File: src/logic/rwr_pkg.sv
/* rwr_pkg: register map, field positions, reset values and state types of
   the calendar output and wakeup block.
   assumes a 32-bit APB master and a 40 MHz core clock.
*/
// Operation
// - select zero and cal enable drive calibrated clock, 512 Hz or 1 Hz
// - select one outputs alarm A event, select three outputs wakeup event
// - event sources honour open-drain or push-pull and active level choice
// - alarm, wakeup timer, stamp and tamper events can each raise wakeup
// - on high-speed external oscillator events wake only from Sleep
// - on low-speed clocks events wake from Sleep, Deepsleep and Standby
// - events set own flags; enabled ones drive lines 17, 20 and 19
// - reset values: date 2101, status 7, divider, reload, stamp date D
// - time bit 22 is half-day flag, zero in 24-hour format
// - select 00 off, 01 alarm A, 10 alarm B, 11 wakeup; polarity 1 low
`default_nettype none
package rwr_pkg;
    localparam logic [7:0] OFF_TIME = 8'h00;
    localparam logic [7:0] OFF_DATE = 8'h04;
    localparam logic [7:0] OFF_CTRL = 8'h08;
    localparam logic [7:0] OFF_STS = 8'h0C;
    localparam logic [7:0] OFF_DIV = 8'h10;
    localparam logic [7:0] OFF_WAT = 8'h14;
    localparam logic [7:0] OFF_ALA = 8'h1C;
    localparam logic [7:0] OFF_WP = 8'h24;
    localparam logic [7:0] OFF_SBS = 8'h28;
    localparam logic [7:0] OFF_TADJ = 8'h2C;
    localparam logic [7:0] OFF_TSTM = 8'h30;
    localparam logic [7:0] OFF_TSDT = 8'h34;
    localparam logic [7:0] OFF_TSSBS = 8'h38;
    localparam logic [7:0] OFF_SCAL = 8'h3C;
    localparam logic [7:0] OFF_TAMP = 8'h40;
    localparam logic [7:0] OFF_ALASBS = 8'h44;
    localparam logic [7:0] OFF_BKP_FIRST = 8'h50;
    localparam logic [7:0] OFF_BKP_LAST = 8'h60;
    localparam logic [7:0] OFF_MASK = 8'h70;
    localparam int BKP_WORDS = 5;

    localparam logic [31:0] RST_DATE = 32'h0000_2101;
    localparam logic [31:0] RST_STS = 32'h0000_0007;
    localparam logic [31:0] RST_DIV = 32'h007F_00FF;
    localparam logic [31:0] RST_WAT = 32'h0000_FFFF;
    localparam logic [31:0] RST_TSDT = 32'h0000_000D;

    localparam logic [31:0] TIME_WMASK = 32'h007F_7F7F;
    localparam logic [31:0] DATE_WMASK = 32'h00FF_FF3F;
    localparam logic [31:0] CTRL_WMASK = 32'h00FC_DD7F;

    localparam int CTL_CAL_OUT_EN = 23;
    localparam int CTL_SRC_LO = 21;
    localparam int CTL_POL = 20;
    localparam int CTL_CAL_RATE = 19;
    localparam int CTL_STAMP_IE = 15;
    localparam int CTL_WAKE_IE = 14;
    localparam int CTL_ALARM_IE = 12;
    localparam int CTL_HOUR_MODE = 6;
    localparam int TAMP_IE = 2;
    localparam int TAMP_ODRAIN = 18;
    localparam int TIME_HALF_DAY = 22;
    localparam int DATE_WDAY_LO = 13;

    localparam int STS_ALARM = 8;
    localparam int STS_WAKE = 10;
    localparam int STS_STAMP = 11;
    localparam int STS_TAMPER = 13;
    localparam int FLG_ALARM = 0;
    localparam int FLG_WAKE = 1;
    localparam int FLG_STAMP = 2;
    localparam int FLG_TAMPER = 3;

    localparam logic [1:0] SRC_OFF = 2'h0;
    localparam logic [1:0] SRC_ALARM_A = 2'h1;
    localparam logic [1:0] SRC_ALARM_B = 2'h2;
    localparam logic [1:0] SRC_WAKE = 2'h3;

    localparam logic [1:0] CS_NONE = 2'h0;
    localparam logic [1:0] CS_LS_XTAL = 2'h1;
    localparam logic [1:0] CS_LS_RC = 2'h2;
    localparam logic [1:0] CS_HS_OSC = 2'h3;

    localparam int CORE_CLK_HZ = 40_000_000;
    localparam int CAL_FAST_HZ = 512;
    localparam int CAL_SLOW_HZ = 1;
    localparam int CAL_FAST_HALF = CORE_CLK_HZ / (2 * CAL_FAST_HZ);
    localparam int CAL_SLOW_HALF = CORE_CLK_HZ / (2 * CAL_SLOW_HZ);
    localparam int CAL_CNT_W = 25;

    function automatic logic [31:0] flags_to_word(input logic [3:0] f);
        flags_to_word = '0;
        flags_to_word[STS_ALARM] = f[FLG_ALARM];
        flags_to_word[STS_WAKE] = f[FLG_WAKE];
        flags_to_word[STS_STAMP] = f[FLG_STAMP];
        flags_to_word[STS_TAMPER] = f[FLG_TAMPER];
    endfunction

    function automatic logic [3:0] word_to_flags(input logic [31:0] w);
        word_to_flags = {w[STS_TAMPER], w[STS_STAMP], w[STS_WAKE],
                         w[STS_ALARM]};
    endfunction

    typedef struct packed {
        logic [31:0] tim;
        logic [31:0] date;
        logic [31:0] ctrl;
        logic [31:0] div;
        logic [31:0] wat;
        logic [31:0] ala;
        logic [31:0] wp;
        logic [31:0] sbs;
        logic [31:0] tadj;
        logic [31:0] tstm;
        logic [31:0] tsdt;
        logic [31:0] tssbs;
        logic [31:0] scal;
        logic [31:0] tamp;
        logic [31:0] alasbs;
        logic [BKP_WORDS-1:0][31:0] bkp;
        logic [3:0] flg;
        logic [3:0] msk;
        logic [31:0] rdata;
        logic slverr;
        logic l17;
        logic l19;
        logic l20;
        logic wk_sleep;
        logic wk_low;
        logic irq;
    } rwr_regs_t;

    localparam rwr_regs_t REGS_RST = '{date: RST_DATE, div: RST_DIV,
        wat: RST_WAT, tsdt: RST_TSDT, default: '0};

    typedef struct packed {
        logic [CAL_CNT_W-1:0] cnt;
        logic clk_lvl;
        logic pin;
        logic oe;
    } rwr_mux_t;
endpackage
`default_nettype wire

File: src/logic/rwr_out_if.sv
/* rwr_out_if: settings and event levels passed from the register file to
   the output pin multiplexer.
   assumes both ends sit on the same core clock.
*/
`default_nettype none
interface rwr_out_if;
    logic [1:0] src_sel;
    logic cal_en;
    logic cal_rate;
    logic pol;
    logic odrain;
    logic alarm_lvl;
    logic wake_lvl;
    modport src (output src_sel, cal_en, cal_rate, pol, odrain,
                 alarm_lvl, wake_lvl);
    modport sink (input src_sel, cal_en, cal_rate, pol, odrain,
                  alarm_lvl, wake_lvl);
endinterface
`default_nettype wire

File: src/logic/rwr_out_mux.sv
/* rwr_out_mux: multiplexed event output pin with calibrated clock divider,
   drive type and polarity.
   assumes settings come from flops in the register file.
*/
`default_nettype none
module rwr_out_mux import rwr_pkg::*; #(
    parameter logic [CAL_CNT_W-1:0] FAST_HALF = CAL_CNT_W'(CAL_FAST_HALF),
    parameter logic [CAL_CNT_W-1:0] SLOW_HALF = CAL_CNT_W'(CAL_SLOW_HALF)
) (
    input wire logic core_clk,
    input wire logic sys_rst,
    rwr_out_if.sink oif,
    output logic pin_o,
    output logic pin_oe
);
    rwr_mux_t q;
    rwr_mux_t nx;
    logic [CAL_CNT_W-1:0] half;
    logic run;
    logic act;

    always_comb begin
        nx = q;
        half = oif.cal_rate ? SLOW_HALF : FAST_HALF;
        run = (oif.src_sel == SRC_OFF) && oif.cal_en;
        // divider is held cleared while unused so a restart is clean
        if (!run) begin
            nx.cnt = '0;
            nx.clk_lvl = 1'b0;
        end else if (q.cnt >= half - CAL_CNT_W'(1)) begin
            nx.cnt = '0;
            nx.clk_lvl = !q.clk_lvl;
        end else begin
            nx.cnt = q.cnt + CAL_CNT_W'(1);
        end
        case (oif.src_sel)
            SRC_ALARM_A: act = oif.alarm_lvl ^ oif.pol;
            SRC_WAKE: act = oif.wake_lvl ^ oif.pol;
            default: act = oif.pol;
        endcase
        if (oif.src_sel != SRC_OFF) begin
            nx.pin = oif.odrain ? 1'b0 : act;
            nx.oe = oif.odrain ? !act : 1'b1;
        end else begin
            nx.pin = nx.clk_lvl;
            nx.oe = run;
        end
    end

    always_ff @(posedge core_clk or posedge sys_rst) begin
        if (sys_rst) begin
            q <= '0;
        end else begin
            q <= nx;
        end
    end

    assign pin_o = q.pin;
    assign pin_oe = q.oe;
endmodule
`default_nettype wire

File: src/logic/rwr_top.sv
/* rwr_top: APB register file of the calendar clock with event flags,
   interrupt lines, low-power wake requests and the multiplexed output pin.
   assumes event inputs are one-cycle pulses from the calendar core and
   clk_src names the clock that runs the calendar.
*/
// Added by the designer: register access over APB.
`default_nettype none
module rwr_top import rwr_pkg::*; #(
    parameter logic [CAL_CNT_W-1:0] FAST_HALF = CAL_CNT_W'(CAL_FAST_HALF),
    parameter logic [CAL_CNT_W-1:0] SLOW_HALF = CAL_CNT_W'(CAL_SLOW_HALF)
) (
    input wire logic core_clk,
    input wire logic sys_rst,
    input wire logic psel,
    input wire logic penable,
    input wire logic pwrite,
    input wire logic [7:0] paddr,
    input wire logic [31:0] pwdata,
    input wire logic [3:0] pstrb,
    output logic [31:0] prdata,
    output logic pready,
    output logic pslverr,
    input wire logic alarm_a_evt,
    input wire logic wakeup_evt,
    input wire logic stamp_evt,
    input wire logic tamper_evt,
    input wire logic [1:0] clk_src,
    output logic mux_out,
    output logic mux_out_oe,
    output logic external_interrupt_line_line17,
    output logic external_interrupt_line_line19,
    output logic external_interrupt_line_line20,
    output logic wake_sleep,
    output logic wake_deepsleep,
    output logic wake_standby,
    output logic irq
);
    rwr_regs_t st_q;
    rwr_regs_t st_d;
    logic [31:0] rv;
    logic hit;
    logic wr;
    logic in_bkp;
    logic [2:0] bidx;
    logic [7:0] boff;
    logic [3:0] clr;
    logic [3:0] ev;
    logic req;

    rwr_out_if oif();

    assign boff = paddr - OFF_BKP_FIRST;
    assign bidx = boff[4:2];
    assign in_bkp = paddr >= OFF_BKP_FIRST && paddr <= OFF_BKP_LAST
        && paddr[1:0] == 2'b00;
    assign ev = {tamper_evt, stamp_evt, wakeup_evt, alarm_a_evt};

    always_comb begin
        st_d = st_q;
        rv = '0;
        hit = 1'b1;
        clr = '0;
        wr = psel && penable && pwrite && !st_q.slverr;
        case (paddr)
            OFF_TIME: rv = st_q.tim;
            OFF_DATE: rv = st_q.date;
            OFF_CTRL: rv = st_q.ctrl;
            OFF_STS: rv = RST_STS | flags_to_word(st_q.flg);
            OFF_DIV: rv = st_q.div;
            OFF_WAT: rv = st_q.wat;
            OFF_ALA: rv = st_q.ala;
            OFF_WP: rv = st_q.wp;
            OFF_SBS: rv = st_q.sbs;
            OFF_TADJ: rv = st_q.tadj;
            OFF_TSTM: rv = st_q.tstm;
            OFF_TSDT: rv = st_q.tsdt;
            OFF_TSSBS: rv = st_q.tssbs;
            OFF_SCAL: rv = st_q.scal;
            OFF_TAMP: rv = st_q.tamp;
            OFF_ALASBS: rv = st_q.alasbs;
            OFF_MASK: rv = flags_to_word(st_q.msk);
            default: begin
                if (in_bkp) begin
                    rv = st_q.bkp[bidx];
                end else begin
                    hit = 1'b0;
                end
            end
        endcase

        // read data and error are fixed in the setup cycle so that the
        // access phase answers at once from flops
        if (psel && !penable) begin
            st_d.rdata = rv;
            st_d.slverr = !hit || (pwrite && pstrb != 4'hF);
        end

        if (wr) begin
            case (paddr)
                OFF_TIME: st_d.tim = pwdata & TIME_WMASK;
                OFF_DATE: begin
                    st_d.date = pwdata & DATE_WMASK;
                    // an illegal weekday leaves the stored one in place
                    if (pwdata[DATE_WDAY_LO +: 3] == 3'h0) begin
                        st_d.date[DATE_WDAY_LO +: 3] =
                            st_q.date[DATE_WDAY_LO +: 3];
                    end
                end
                OFF_CTRL: st_d.ctrl = pwdata & CTRL_WMASK;
                OFF_STS: clr = word_to_flags(pwdata);
                OFF_DIV: st_d.div = pwdata;
                OFF_WAT: st_d.wat = pwdata;
                OFF_ALA: st_d.ala = pwdata;
                OFF_WP: st_d.wp = pwdata;
                OFF_SBS: st_d.sbs = pwdata;
                OFF_TADJ: st_d.tadj = pwdata;
                OFF_TSTM: st_d.tstm = pwdata;
                OFF_TSDT: st_d.tsdt = pwdata;
                OFF_TSSBS: st_d.tssbs = pwdata;
                OFF_SCAL: st_d.scal = pwdata;
                OFF_TAMP: st_d.tamp = pwdata;
                OFF_ALASBS: st_d.alasbs = pwdata;
                OFF_MASK: st_d.msk = word_to_flags(pwdata);
                default: begin
                    if (in_bkp) begin
                        st_d.bkp[bidx] = pwdata;
                    end
                end
            endcase
        end

        // a new event beats a clear in the same cycle
        st_d.flg = (st_q.flg & ~clr) | ev;

        if (!st_d.ctrl[CTL_HOUR_MODE]) begin
            st_d.tim[TIME_HALF_DAY] = 1'b0;
        end

        st_d.l17 = st_d.flg[FLG_ALARM] && st_d.ctrl[CTL_ALARM_IE];
        st_d.l20 = st_d.flg[FLG_WAKE] && st_d.ctrl[CTL_WAKE_IE];
        st_d.l19 = (st_d.flg[FLG_STAMP] && st_d.ctrl[CTL_STAMP_IE])
            || (st_d.flg[FLG_TAMPER] && st_d.tamp[TAMP_IE]);

        req = st_d.l17 || st_d.l19 || st_d.l20;
        // with no calendar clock no event can arrive, so no wake either
        st_d.wk_sleep = req && clk_src != CS_NONE;
        // the fast oscillator stops in deep modes, so it cannot wake them
        st_d.wk_low = req && (clk_src == CS_LS_RC
            || clk_src == CS_LS_XTAL);
        st_d.irq = |(st_d.flg & st_d.msk);
    end

    always_ff @(posedge core_clk or posedge sys_rst) begin
        if (sys_rst) begin
            st_q <= REGS_RST;
        end else begin
            st_q <= st_d;
        end
    end

    assign pready = psel && penable;
    assign prdata = st_q.rdata;
    assign pslverr = st_q.slverr && psel && penable;
    assign external_interrupt_line_line17 = st_q.l17;
    assign external_interrupt_line_line19 = st_q.l19;
    assign external_interrupt_line_line20 = st_q.l20;
    assign wake_sleep = st_q.wk_sleep;
    assign wake_deepsleep = st_q.wk_low;
    assign wake_standby = st_q.wk_low;
    assign irq = st_q.irq;

    assign oif.src_sel = st_q.ctrl[CTL_SRC_LO +: 2];
    assign oif.cal_en = st_q.ctrl[CTL_CAL_OUT_EN];
    assign oif.cal_rate = st_q.ctrl[CTL_CAL_RATE];
    assign oif.pol = st_q.ctrl[CTL_POL];
    assign oif.odrain = st_q.tamp[TAMP_ODRAIN];
    assign oif.alarm_lvl = st_q.flg[FLG_ALARM];
    assign oif.wake_lvl = st_q.flg[FLG_WAKE];

    rwr_out_mux #(
        .FAST_HALF(FAST_HALF),
        .SLOW_HALF(SLOW_HALF)
    ) u_out (
        .core_clk(core_clk),
        .sys_rst(sys_rst),
        .oif(oif.sink),
        .pin_o(mux_out),
        .pin_oe(mux_out_oe)
    );
endmodule
`default_nettype wire

File: config.mk
export PLATFORM = sky130hd
export DESIGN_NAME = rwr_top
export DESIGN_NICKNAME = d
export VERILOG_FILES = /design/src/logic/rwr_pkg.sv /design/src/logic/rwr_out_if.sv /design/src/logic/rwr_out_mux.sv /design/src/logic/rwr_top.sv
export SDC_FILE = /design/constraint.sdc
export NUM_CORES = 1
export LEC_CHECK = 0
export BUFFER_PORTS_ARGS = -buffer_cell sky130_fd_sc_hd__clkbuf_2
export CAP_MARGIN = 25
export CELL_PAD_IN_SITES_DETAIL_PLACEMENT = 0
export CELL_PAD_IN_SITES_GLOBAL_PLACEMENT = 2
export CORE_MARGIN = 2
export CORE_UTILIZATION = 35
export CTS_BUF_LIST = sky130_fd_sc_hd__clkbuf_2 sky130_fd_sc_hd__clkbuf_4 sky130_fd_sc_hd__clkbuf_8
export DETAILED_ROUTE_END_ITERATION = 8
export PLACE_DENSITY = 0.68
export REMOVE_ABC_BUFFERS = 1
export SLEW_MARGIN = 10
export SYNTH_ARGS = -nofsm -noshare
export SYNTH_HDL_FRONTEND = slang
export SYNTH_SLANG_ARGS = --single-unit
File: constraint.sdc
create_clock -name core_clk -period 22.2 [get_ports core_clk]
set_clock_uncertainty 0.2 [all_clocks]
set_input_delay 4.44 -clock core_clk [delete_from_list [all_inputs] [get_ports core_clk]]
set_output_delay 4.44 -clock core_clk [all_outputs]
set_load 0.05 [all_outputs]
After elaboration in Yosys (flattened, before gate mapping):

Cells that the tools add are included.
W data, S select, Z words.

* add/subtract/negate cells: 3
* magnitude comparators: 5
* equal/unequal tests: 23
* multiplexer cells: 41
* bitwise operators: 8
* reduce and logical (&&, ||, !) cells: 53

Operator list (count)
* $mux W631: 1
* $pmux W32 S17: 1
* $mux W32: 15
* $mux W160: 2
* $bwmux W160: 1
* $bmux W32 S3: 1
* $demux W32 S3: 1
* $eq A8 B6 Y1 const B: 7
* $mux W25: 2
* $mux W24: 2
* $reduce_and A2 Y1: 16
* $mux W26: 1
* $add A25 B1 Y25 const B: 1
* $ge A25 B25 Y1: 1
* $sub A25 B1 Y25 const B: 1
* $eq A8 B5 Y1 const B: 3
* $eq A8 B7 Y1 const B: 3
* $mux W23: 1
* $logic_and A1 B1 Y1: 17
* $reduce_or A17 Y1: 1
* $eq A8 B4 Y1 const B: 2
* $mux W4: 4
* $and A4 B4 Y4: 2
* $eq A8 B3 Y1 const B: 1
* other kinds (25): 46

* register bits: 681
* bits of input ports: 55
* output and inout port bits: 43
* word-level logic and storage cells: 171

Longest topological paths before layout:

Gate-level depths: netlist of the first run.

* depth after elaboration: 14
* mapped depth: 10
* depth with buffers taken out: 7

Hierarchy:

From an unflattened synthesis of the first run, not the netlist that was laid out.

* cells, all modules: 2545
* area, all modules: 32378.6 µm²

Modules (own cells, without submodules)
* rwr_top: instances 1, cells each 2364, area each 30588.1 µm², seq. area each 16387.0 µm²
* rwr_out_mux: instances 1, cells each 181, area each 1790.5 µm², seq. area each 700.7 µm²

Worst setup path before layout of the first run:

Ideal clock, no wire load.

* path type: input port to output port
* from: in penable
* to: out pslverr
* data arrival time: 4.884 ns
* required time: 17.560 ns
* setup slack: 12.676 ns
* stages: 1
* buffers on the path: 0
* path through: and3_1

* cells in the longest elaborated chain, start to end: 1

Ends and longest elaborated chain
* from (decl): line rwr_top.sv:15 `input wire logic penable,`
* $logic_and A1 B1 Y1: line rwr_top.sv:163 `assign pslverr = st_q.slverr && psel && penable;`
* to (decl): line rwr_top.sv:22 `output logic pslverr,`

Every way passes these cells.

Final worst setup path of the first run:

Same ends and word-level chain as after synthesis.

==> results of run 1 <==
## power breakdown
group          leakage (nW)  total, mW  switching [mW]  internal [mW]
clock                  1.41       1.25           0.540          0.708
combinational          6.38      0.175           0.140         0.0353
sequential             9.28       1.26         0.00893           1.25
## cells by family (layout without fill, tap and decap cells)
kind of cell | count (synthesis) | in the layout | synth area share (%)
xor+xnor | 23 | 23 | 0.628
fa+ha+maj | 15 | 15 | 0.578
mux | 721 | 721 | 25.7
buf+inv | 276 | 415 | 4.22
flops | 681 | 681 | 53.3
simple gates | 409 | 409 | 6.64
compound gates | 415 | 415 | 8.96
other cells | 0 | 2 | 0
## worst reg2reg max path, stage by stage (launching register included)
cell and delay, ps:
dfrtp_1 400, and4b_1 260, buf_4 440, nand3_2 800, mux2_2 640, a2111oi_2 420
nor2b_1 80
## worst max path at each step
stage                       start                    endpoint  slack [ps]  depth (start not counted)
after detailed placement  penable                     pslverr       12520                          3
after floorplan           sys_rst  asynchronous set/reset pin       -1470                          1
after CTS                 penable                     pslverr       12520                          3
final                     penable                     pslverr       12520                          3
after global placement    penable                     pslverr       12510                          3
after global routing      penable                     pslverr       12460                          3
## layout make-up
class / count / area share [%]
inverters: 18 / 0.207
repair buffers: 175 / 3.34
diodes: 2 / 0.0138
multi-input cells: 1583 / 38.1
clock inverters: 13 / 0.279
clock buffers: 209 / 6.93
flip-flops and latches: 681 / 47.1
well taps: 1186 / 4.09
## per-layer routing
metal	part of all wire, %	vias to the layer above
li1	-	9407
met1	44	12000
met2	46	831
met3	6.8	208
met4	3.3	2
met5	0.011	-
## through the flow
stage               util [%]  cell area, um^2  worst slack (ps)  hold slack [ps]
finish                  39.8            36300             12520              280
global placement        36.7            33500             12510              256
detailed placement      36.8            33600             12520              267
CTS                     39.7            36200             12520              280
global route            39.8            36300             12460              310
floorplan                  -            30800             -1470              244
## placed cells by master, fill, tap and decap left out, types with 7 or more instances in the layout
master,instances
xor2_1,12
nor2_4,8
inv_1,17
o21ai_0,77
clkinv_2,7
nand3_1,37
a41oi_1,9
ha_1,14
nand4_1,18
clkbuf_4,58
o22ai_1,35
nor3_1,21
nor4_1,7
buf_4,67
mux2_1,7
a21oi_1,49
xnor2_1,11
o2bb2ai_1,8
dfrtp_1,644
mux2i_1,71
nand2_1,135
nand2_2,7
a2111oi_0,7
nor2_1,89
clkbuf_8,151
a31oi_1,22
a211oi_1,8
o221ai_1,11
clkbuf_2,93
mux4_2,18
a22o_1,22
mux2_2,625
dfstp_2,37
a22oi_1,105
==> results.py, run 1 <==
metrics = {
    "grt": {
        "gr-usage-met2_pct": 37.8,
        "grt-busiest-layer": "met2",
        "grtUsageMet1_pct": 33.6,
        "track_usage_pct": 24.1,
        "grt_pass1_vias": 23300,
        "grt_pass1_wl_mm": 165,
        "antenna_found_initial": 3,
        "grt_max_degree": 168,
        "grt_use_met3_pct": 4.57,
        "grt-ovfl-total": 0,
    },
    "timing": {
        "rsz0062_at_grt": "false",
        "setup_viol_count_final": 0,
        "worst_pin_slew_ps": 1190,
        "relSlewSlack_pct": 18.6,
        "hold_viol": 0,
        "fmax_ghz": 0.103,
        "final_max_slew_viol_count": 0,
        "period_needed_ps": 9680,
        "finalCritPeriodShare_pct": 43.6,
        "setup_tns_ps": 0,
    },
    "synth": {
        "synth_seq_cells": 681,
        "synth-main-ff-cell": "dfrtp_1",
        "yosys-top-cells-count": "dfrtp_1, mux2_2, nand2_1, a22oi_1, buf_2",
        "ys_top_cells_by_area": "dfrtp_1, mux2_2, dfstp_2",
        "async_reset_ff_share_pct": 100,
        "yosysWarnings": 0,
        "synthCells": 2540,
        "ys_types": 88,
        "synth_area_leader_cell": "dfrtp_1",
        "synth-edff-count": 0,
        "yosysSeqAreaShare_pct": 53.3,
        "yosysMostFrequentCell": "dfrtp_1",
        "syn_area_per_cell_um2": 12.6,
        "synth_top_area_share_pct": 50.3,
        "netlist_area_um2": 32100,
    },
    "hold_path": {
        "hold_end": "st_q[503]",
        "hp-class": "register to register",
        "hp-start": "st_q[503]",
        "hold_depth": 2,
    },
    "final_layout": {
        "layout.cells.non_filler": 3867,
        "drive_above_1_share_pct": 42.3,
        "multi_input_area_um2": 13800,
        "fillers": 8636,
        "syn_to_final_growth_pct": 13.2,
        "fin_nets": 2648,
        "register_area_um2": 17100,
    },
    "clock_tree": {
        "cts-hold-fix-buffers": 0,
        "clk_pin_slew_ps": 60,
        "clkSinkCount": 681,
        "post_cts_resized": 0,
        "clk_path_buf_depth": 3,
        "htreeDepth": 3,
        "cts_setup_buffers": 0,
        "tritoncts": "built",
        "clockRootBuffer": "clkbuf_8",
        "cts_buffers": 120,
        "clk_latency_ps": 780,
    },
    "floorplan": {
        "core_um2": 91200,
        "row_count": 111,
        "start_util_pct": 35.1,
        "die_w_um": 307,
        "die_area_um2": 94000,
        "boundaryPins": 98,
        "die_h_um": 307,
    },
    "worst_setup_path": {
        "path_common_cell": "clkbuf_2",
        "crit_family": "buffers and inverters",
        "path_class": "primary input to output pin",
        "r2r-start": "st_q[6]",
        "cp_max_fo": 6,
        "critical-path-max-stage-delay_ps": 270,
        "worstRegToRegCells": 6,
        "path_cells": "clkbuf_2 > and3_1 > clkbuf_2",
        "setup.worst_path.start_class": "primary input",
        "cp.arrival_ps": 5040,
        "reg2reg_slack_ps": 18840,
        "path_buf_inv": 2,
        "worstSetupEndpointType": "output pin",
        "critPathSlowestCell": "clkbuf_2",
        "rr_endpoint": "wake_deepsleep",
        "required_ps": 17560,
    },
    "routing": {
        "first_pass_iters": 7,
        "drt_iter0_drc": 1816,
        "vias_per_cell": 5.79,
        "vias": 22400,
        "drc": 0,
        "ant_nets": 0,
        "drt-wirelength-per-cell_um": 29.5,
        "routed_wl_mm": 114,
    },
    "power_and_ir_drop": {
        "p_leak_nw": 17.1,
        "power.density_nw_per_um2": 74.0,
        "power_mw": 2.68,
        "vdd_drop_max_v": 0.0000501,
    },
    "outcome": {
        "status": "completed",
    },
    "placed_design": {
        "gp_congestion": 0.803,
        "dp_hpwl_mm": 68.9,
        "place_inst": 3640,
        "port_buffers": 97,
    },
    "job": {
        "drv_cap": 0,
    },
}
Note: power is estimated with default switching activity, not from simulation.
==> inputs of run 2 (changes only) <==
==> constraint.sdc (replaced) <==
create_clock -name core_clk -period 8.7 [get_ports core_clk]
set_clock_uncertainty 0.2 [all_clocks]
set_input_delay 1.74 -clock core_clk [delete_from_list [all_inputs] [get_ports core_clk]]
set_output_delay 1.74 -clock core_clk [all_outputs]
set_load 0.05 [all_outputs]
==> results.py, run 2 (synthesis results as in run 1) <==
metrics = {
    "worst_setup_path": {
        "critical-path-max-stage-delay_ps": 790,
        "cp.arrival_ps": 5410,
        "worstSetupEndpointType": "register",
        "path_cells": "buf_2 > buf_4 > and2b_1 > and2_0 > o21a_1 > nand4_4 > mux2_2",
        "required_ps": 9130,
        "critPathSlowestCell": "nand4_4",
        "setup.worst_path.start_class": "primary input",
        "cp_max_fo": 32,
        "path_class": "primary input to register",
    },
    "power_and_ir_drop": {
        "switching_share_pct": 25.7,
        "vdd_drop_max_v": 0.000124,
        "switchingPower_mw": 1.76,
        "p_seq_share_pct": 47.0,
        "combPwrFrac_pct": 6.5,
        "power.density_nw_per_um2": 189,
        "p_int_mw": 5.09,
        "power_mw": 6.84,
        "p_leak_nw": 17.0,
        "p_clk_share_pct": 46.5,
    },
    "routing": {
        "drc": 0,
        "vias": 22300,
        "ant_nets": 0,
        "vias_per_cell": 5.77,
        "drt-wirelength-per-cell_um": 29.6,
        "drt_iter0_drc": 1745,
        "routed_wl_mm": 114,
        "first_pass_iters": 5,
    },
    "final_layout": {
        "register_area_um2": 17100,
        "final_util_pct": 39.7,
        "drive_above_1_share_pct": 42.1,
        "layout_common_cells": "dfrtp_1, mux2_2, clkbuf_8",
        "fillers": 8628,
        "multi_input_area_um2": 13800,
        "fin_nets": 2642,
        "syn_to_final_growth_pct": 12.9,
        "layout_commonest_cell": "dfrtp_1",
    },
    "floorplan": {
        "boundaryPins": 98,
        "die_h_um": 307,
        "core_um2": 91200,
        "die_area_um2": 94000,
        "start_util_pct": 35.1,
        "row_count": 111,
        "die_w_um": 307,
    },
    "clock_tree": {
        "clockRootBuffer": "clkbuf_8",
        "tritoncts": "built",
        "clk_pin_slew_ps": 60,
        "htreeDepth": 3,
        "cts-hold-fix-buffers": 0,
        "cts_setup_buffers": 0,
        "clkSinkCount": 681,
        "cts_buffers": 116,
        "clk_path_buf_depth": 3,
        "clk_latency_ps": 770,
        "post_cts_resized": 0,
    },
    "outcome": {
        "status": "completed",
    },
    "grt": {
        "antenna_found_initial": 5,
        "track_usage_pct": 24.2,
        "grt-ovfl-total": 0,
        "grt_pass1_wl_mm": 165,
        "grt_max_degree": 181,
        "grt_pass1_vias": 23000,
    },
    "placed_design": {
        "pre_cts_slack_ps": 3050,
        "dp_hpwl_mm": 69.4,
        "gp_congestion": 0.811,
        "port_buffers": 97,
    },
    "timing": {
        "worst_pin_slew_ps": 1200,
        "finalCritPeriodShare_pct": 57.3,
        "fmax_ghz": 0.201,
        "period_needed_ps": 4990,
        "final_max_slew_viol_count": 0,
        "relSlewSlack_pct": 20.3,
        "setup_viol_count_final": 0,
        "rsz0062_at_grt": "false",
        "setup_slack_ps": 3710,
        "hold_viol": 0,
    },
    "hold_path": {
        "hp-class": "register to register",
    },
    "job": {
        "drv_cap": 0,
    },
}
## run 2: stage by stage
stage / instances / hold slack [ps] / TNS (ps) / instance area, um^2
detailed placement: 3637 / 265 / 0 / 33500
global route: 3858 / 311 / 0 / 36200
floorplan: 2282 / 244 / -8149980 / 30800
finish: 3859 / 285 / 0 / 36200
CTS: 3851 / 281 / 0 / 36100
global placement: 3634 / 257 / 0 / 33500
## run 2: metal layers
metal	global-route usage, %	vias to the layer above	routed length, um
met1	33.1	11900	49800
met2	38.2	814	52500
met5	0	-	23
met4	8.14	4	3680
met3	5.20	207	8070
li1	-	9384	-
## run 2: path summary, 6_finish.rpt
check                              from    endpoint  slack [ps]  cells after the start
setup / recovery               paddr[5]    register        3710                      7
min in group asynchronous       sys_rst   st_q[304]         810                      2
hold reg to reg               st_q[279]   st_q[279]         280                      2
hold / removal                st_q[279]   st_q[279]         280                      2
setup reg to reg           oif.cal_rate  u_out.q[6]        5470                      8
max in group asynchronous       sys_rst   st_q[636]        5840                      5
## run 2: cell type report
class	count	share of cell area, %
Inverter	18	0.207
Sequential cell	681	47.2
Clock inverter	13	0.335
Timing Repair Buffer	173	3.24
Multi-Input combinational cell	1583	38.1
Antenna cell	4	0.0276
Clock buffer	201	6.81
Tap cell	1186	4.10
## run 2: critical path, delay by kind of cell
kind / cells / cell delay, ps
buffers and inverters: 2 / 1210
multiplexers: 1 / 590
AO/OA/AOI/OAI: 1 / 230
AND/OR/NAND/NOR: 3 / 1530
## run 2: power groups by stage
stage	registers (mW)	clock network, mW	logic, mW
finish	3.22	3.18	0.447
global route	3.22	3.40	0.475
CTS	3.22	3.25	0.449
detailed placement	3.27	0	0.448
global placement	3.27	0	0.441
floorplan	3.33	0	0.136
==> inputs of run 3 (changes only) <==
--- a/config.mk
+++ b/config.mk
@@ -13,7 +13,7 @@
 export CORE_UTILIZATION = 35
 export CTS_BUF_LIST = sky130_fd_sc_hd__clkbuf_2 sky130_fd_sc_hd__clkbuf_4 sky130_fd_sc_hd__clkbuf_8
 export DETAILED_ROUTE_END_ITERATION = 8
-export PLACE_DENSITY = 0.68
+export PLACE_DENSITY = 0.66
 export REMOVE_ABC_BUFFERS = 1
 export SLEW_MARGIN = 10
 export SYNTH_ARGS = -nofsm -noshare
==> constraint.sdc (replaced) <==
create_clock -name core_clk -period 5.2 [get_ports core_clk]
set_clock_uncertainty 0.2 [all_clocks]
set_input_delay 1.04 -clock core_clk [delete_from_list [all_inputs] [get_ports core_clk]]
set_output_delay 1.04 -clock core_clk [all_outputs]
set_load 0.05 [all_outputs]
==> results.py, run 3 (synthesis results as in run 1) <==
metrics = {
    "worst_setup_path": {
        "path_class": "primary input to register",
        "setup.worst_path.start_class": "primary input",
        "crit_family": "compound AO/OA/AOI/OAI gates",
        "worstSetupEndpointType": "register",
        "required_ps": 5590,
        "rr_endpoint": "wake_deepsleep",
        "worstRegToRegCells": 5,
        "r2r-start": "st_q[6]",
        "critPathSlowestCell": "or4_1",
        "path_cells": "clkbuf_2 > buf_4 > or4_1 > o41ai_1 > a22oi_1 > a2111oi_2 > nor2b_1",
        "reg2reg_slack_ps": 2130,
        "cp_max_fo": 23,
        "path_buf_inv": 2,
        "critical-path-max-stage-delay_ps": 760,
        "cp.arrival_ps": 3820,
    },
    "placed_design": {
        "pre_cts_slack_ps": 1110,
        "port_buffers": 97,
        "place_inst": 3679,
        "dp_hpwl_mm": 75.9,
        "gp_congestion": 0.871,
    },
    "timing": {
        "relSlewSlack_pct": 25.0,
        "final_max_slew_viol_count": 0,
        "setup_slack_ps": 1780,
        "worst_pin_slew_ps": 1120,
        "fmax_ghz": 0.292,
        "setup_tns_ps": 0,
        "hold_viol": 0,
        "rsz0062_at_grt": "false",
        "setup_viol_count_final": 0,
        "finalCritPeriodShare_pct": 65.8,
        "period_needed_ps": 3420,
    },
    "clock_tree": {
        "clk_latency_ps": 780,
        "htreeDepth": 3,
        "clkSinkCount": 681,
        "clockRootBuffer": "clkbuf_8",
        "tritoncts": "built",
        "clk_pin_slew_ps": 60,
        "clk_path_buf_depth": 3,
        "post_cts_resized": 0,
        "cts_buffers": 118,
        "cts-hold-fix-buffers": 0,
        "cts_setup_buffers": 0,
    },
    "power_and_ir_drop": {
        "vdd_drop_max_v": 0.000209,
        "p_seq_share_pct": 46.8,
        "p_int_mw": 8.54,
        "p_clk_share_pct": 46.5,
        "combPwrFrac_pct": 6.7,
        "switching_share_pct": 25.7,
        "switchingPower_mw": 2.96,
        "p_leak_nw": 17.2,
        "power.density_nw_per_um2": 315,
    },
    "floorplan": {
        "die_w_um": 307,
        "row_count": 111,
        "core_um2": 91200,
        "die_h_um": 307,
        "boundaryPins": 98,
        "die_area_um2": 94000,
        "start_util_pct": 35.1,
    },
    "final_layout": {
        "syn_to_final_growth_pct": 14.0,
        "layout_commonest_cell": "dfrtp_1",
        "fillers": 8688,
        "drive_above_1_share_pct": 43.2,
        "final_util_pct": 40.1,
        "layout_common_cells": "dfrtp_1, mux2_2, clkbuf_8",
        "fin_nets": 2683,
        "layout.cells.non_filler": 3907,
    },
    "grt": {
        "grt-ovfl-total": 0,
        "track_usage_pct": 25.5,
        "antenna_found_initial": 4,
        "grt_max_degree": 120,
        "grt_pass1_wl_mm": 173,
        "grt_pass1_vias": 23300,
    },
    "routing": {
        "routed_wl_mm": 119,
        "first_pass_iters": 5,
        "drt_iter0_drc": 1993,
        "drt-wirelength-per-cell_um": 30.6,
        "ant_nets": 0,
        "vias_per_cell": 5.79,
        "vias": 22600,
        "drc": 0,
    },
    "hold_path": {
        "hp-class": "primary input to asynchronous set/reset pin",
    },
    "outcome": {
        "status": "completed",
    },
    "job": {
        "drv_cap": 0,
    },
}
-- run 3: cell count changes in the layout (fill, tap and decap cells not counted), sizes merged --
cell,change
bufinv,+1
clkinvlp,+1
clkinv,+6
diode,-1
buf,+38
dlymetal6s2s,+1
clkbuf,+2
-- run 3: stage by stage --
stage,power (mW),instance area (um^2),hold WS [ps]
6_report,11.5,36600,237
5_1_grt,11.9,36600,276
4_1_cts,11.6,36500,258
3_5_place_dp,6.25,33900,265
3_3_place_gp,6.24,33900,257
2_1_floorplan,5.80,30800,244
-- run 3: how the worst max path moves through the flow --
stage               slack, ps     start  depth (start not counted)                         end
finish                   1780  paddr[7]                          7              wake_deepsleep
global route             1750  paddr[7]                          7              wake_deepsleep
CTS                      1880  paddr[7]                          7              wake_deepsleep
detailed placement       1110  paddr[7]                          7              wake_deepsleep
global placement         1100  paddr[4]                          7                   prdata[3]
floorplan              -15070   sys_rst                          1  asynchronous set/reset pin
-- run 3: cell type report --
class | count | area (um^2) | area share [%]
repair buffers | 212 | 1510 | 4.12
flip-flops and latches | 681 | 17100 | 46.7
inverters | 18 | 75.1 | 0.205
multi-input cells | 1583 | 13800 | 37.7
clock inverters | 21 | 184 | 0.503
clock buffers | 203 | 2440 | 6.67
well taps | 1186 | 1480 | 4.06
diodes | 3 | 7.51 | 0.0205
-- run 3: power groups by stage --
| stage | sequential (mW) | clock, mW | combinational, mW |
|---|---|---|---|
| after floorplan | 5.57 | 0 | 0.227 |
| after global placement | 5.48 | 0 | 0.765 |
| after detailed placement | 5.48 | 0 | 0.773 |
| after CTS | 5.39 | 5.47 | 0.775 |
| after global routing | 5.39 | 5.72 | 0.815 |
| final | 5.38 | 5.35 | 0.771 |
-- run 3: per-layer routing --
metal  share of wire (%)  up-vias  global-route usage [%]  wire [um]
li1                    -     9455                       -          -
met1                  45    12200                    35.7      53900
met2                  46      820                    40.2      54700
met3                 6.0      200                    4.70       7160
met4                 3.0        2                    7.50       3590
met5               0.011        -                       0         13
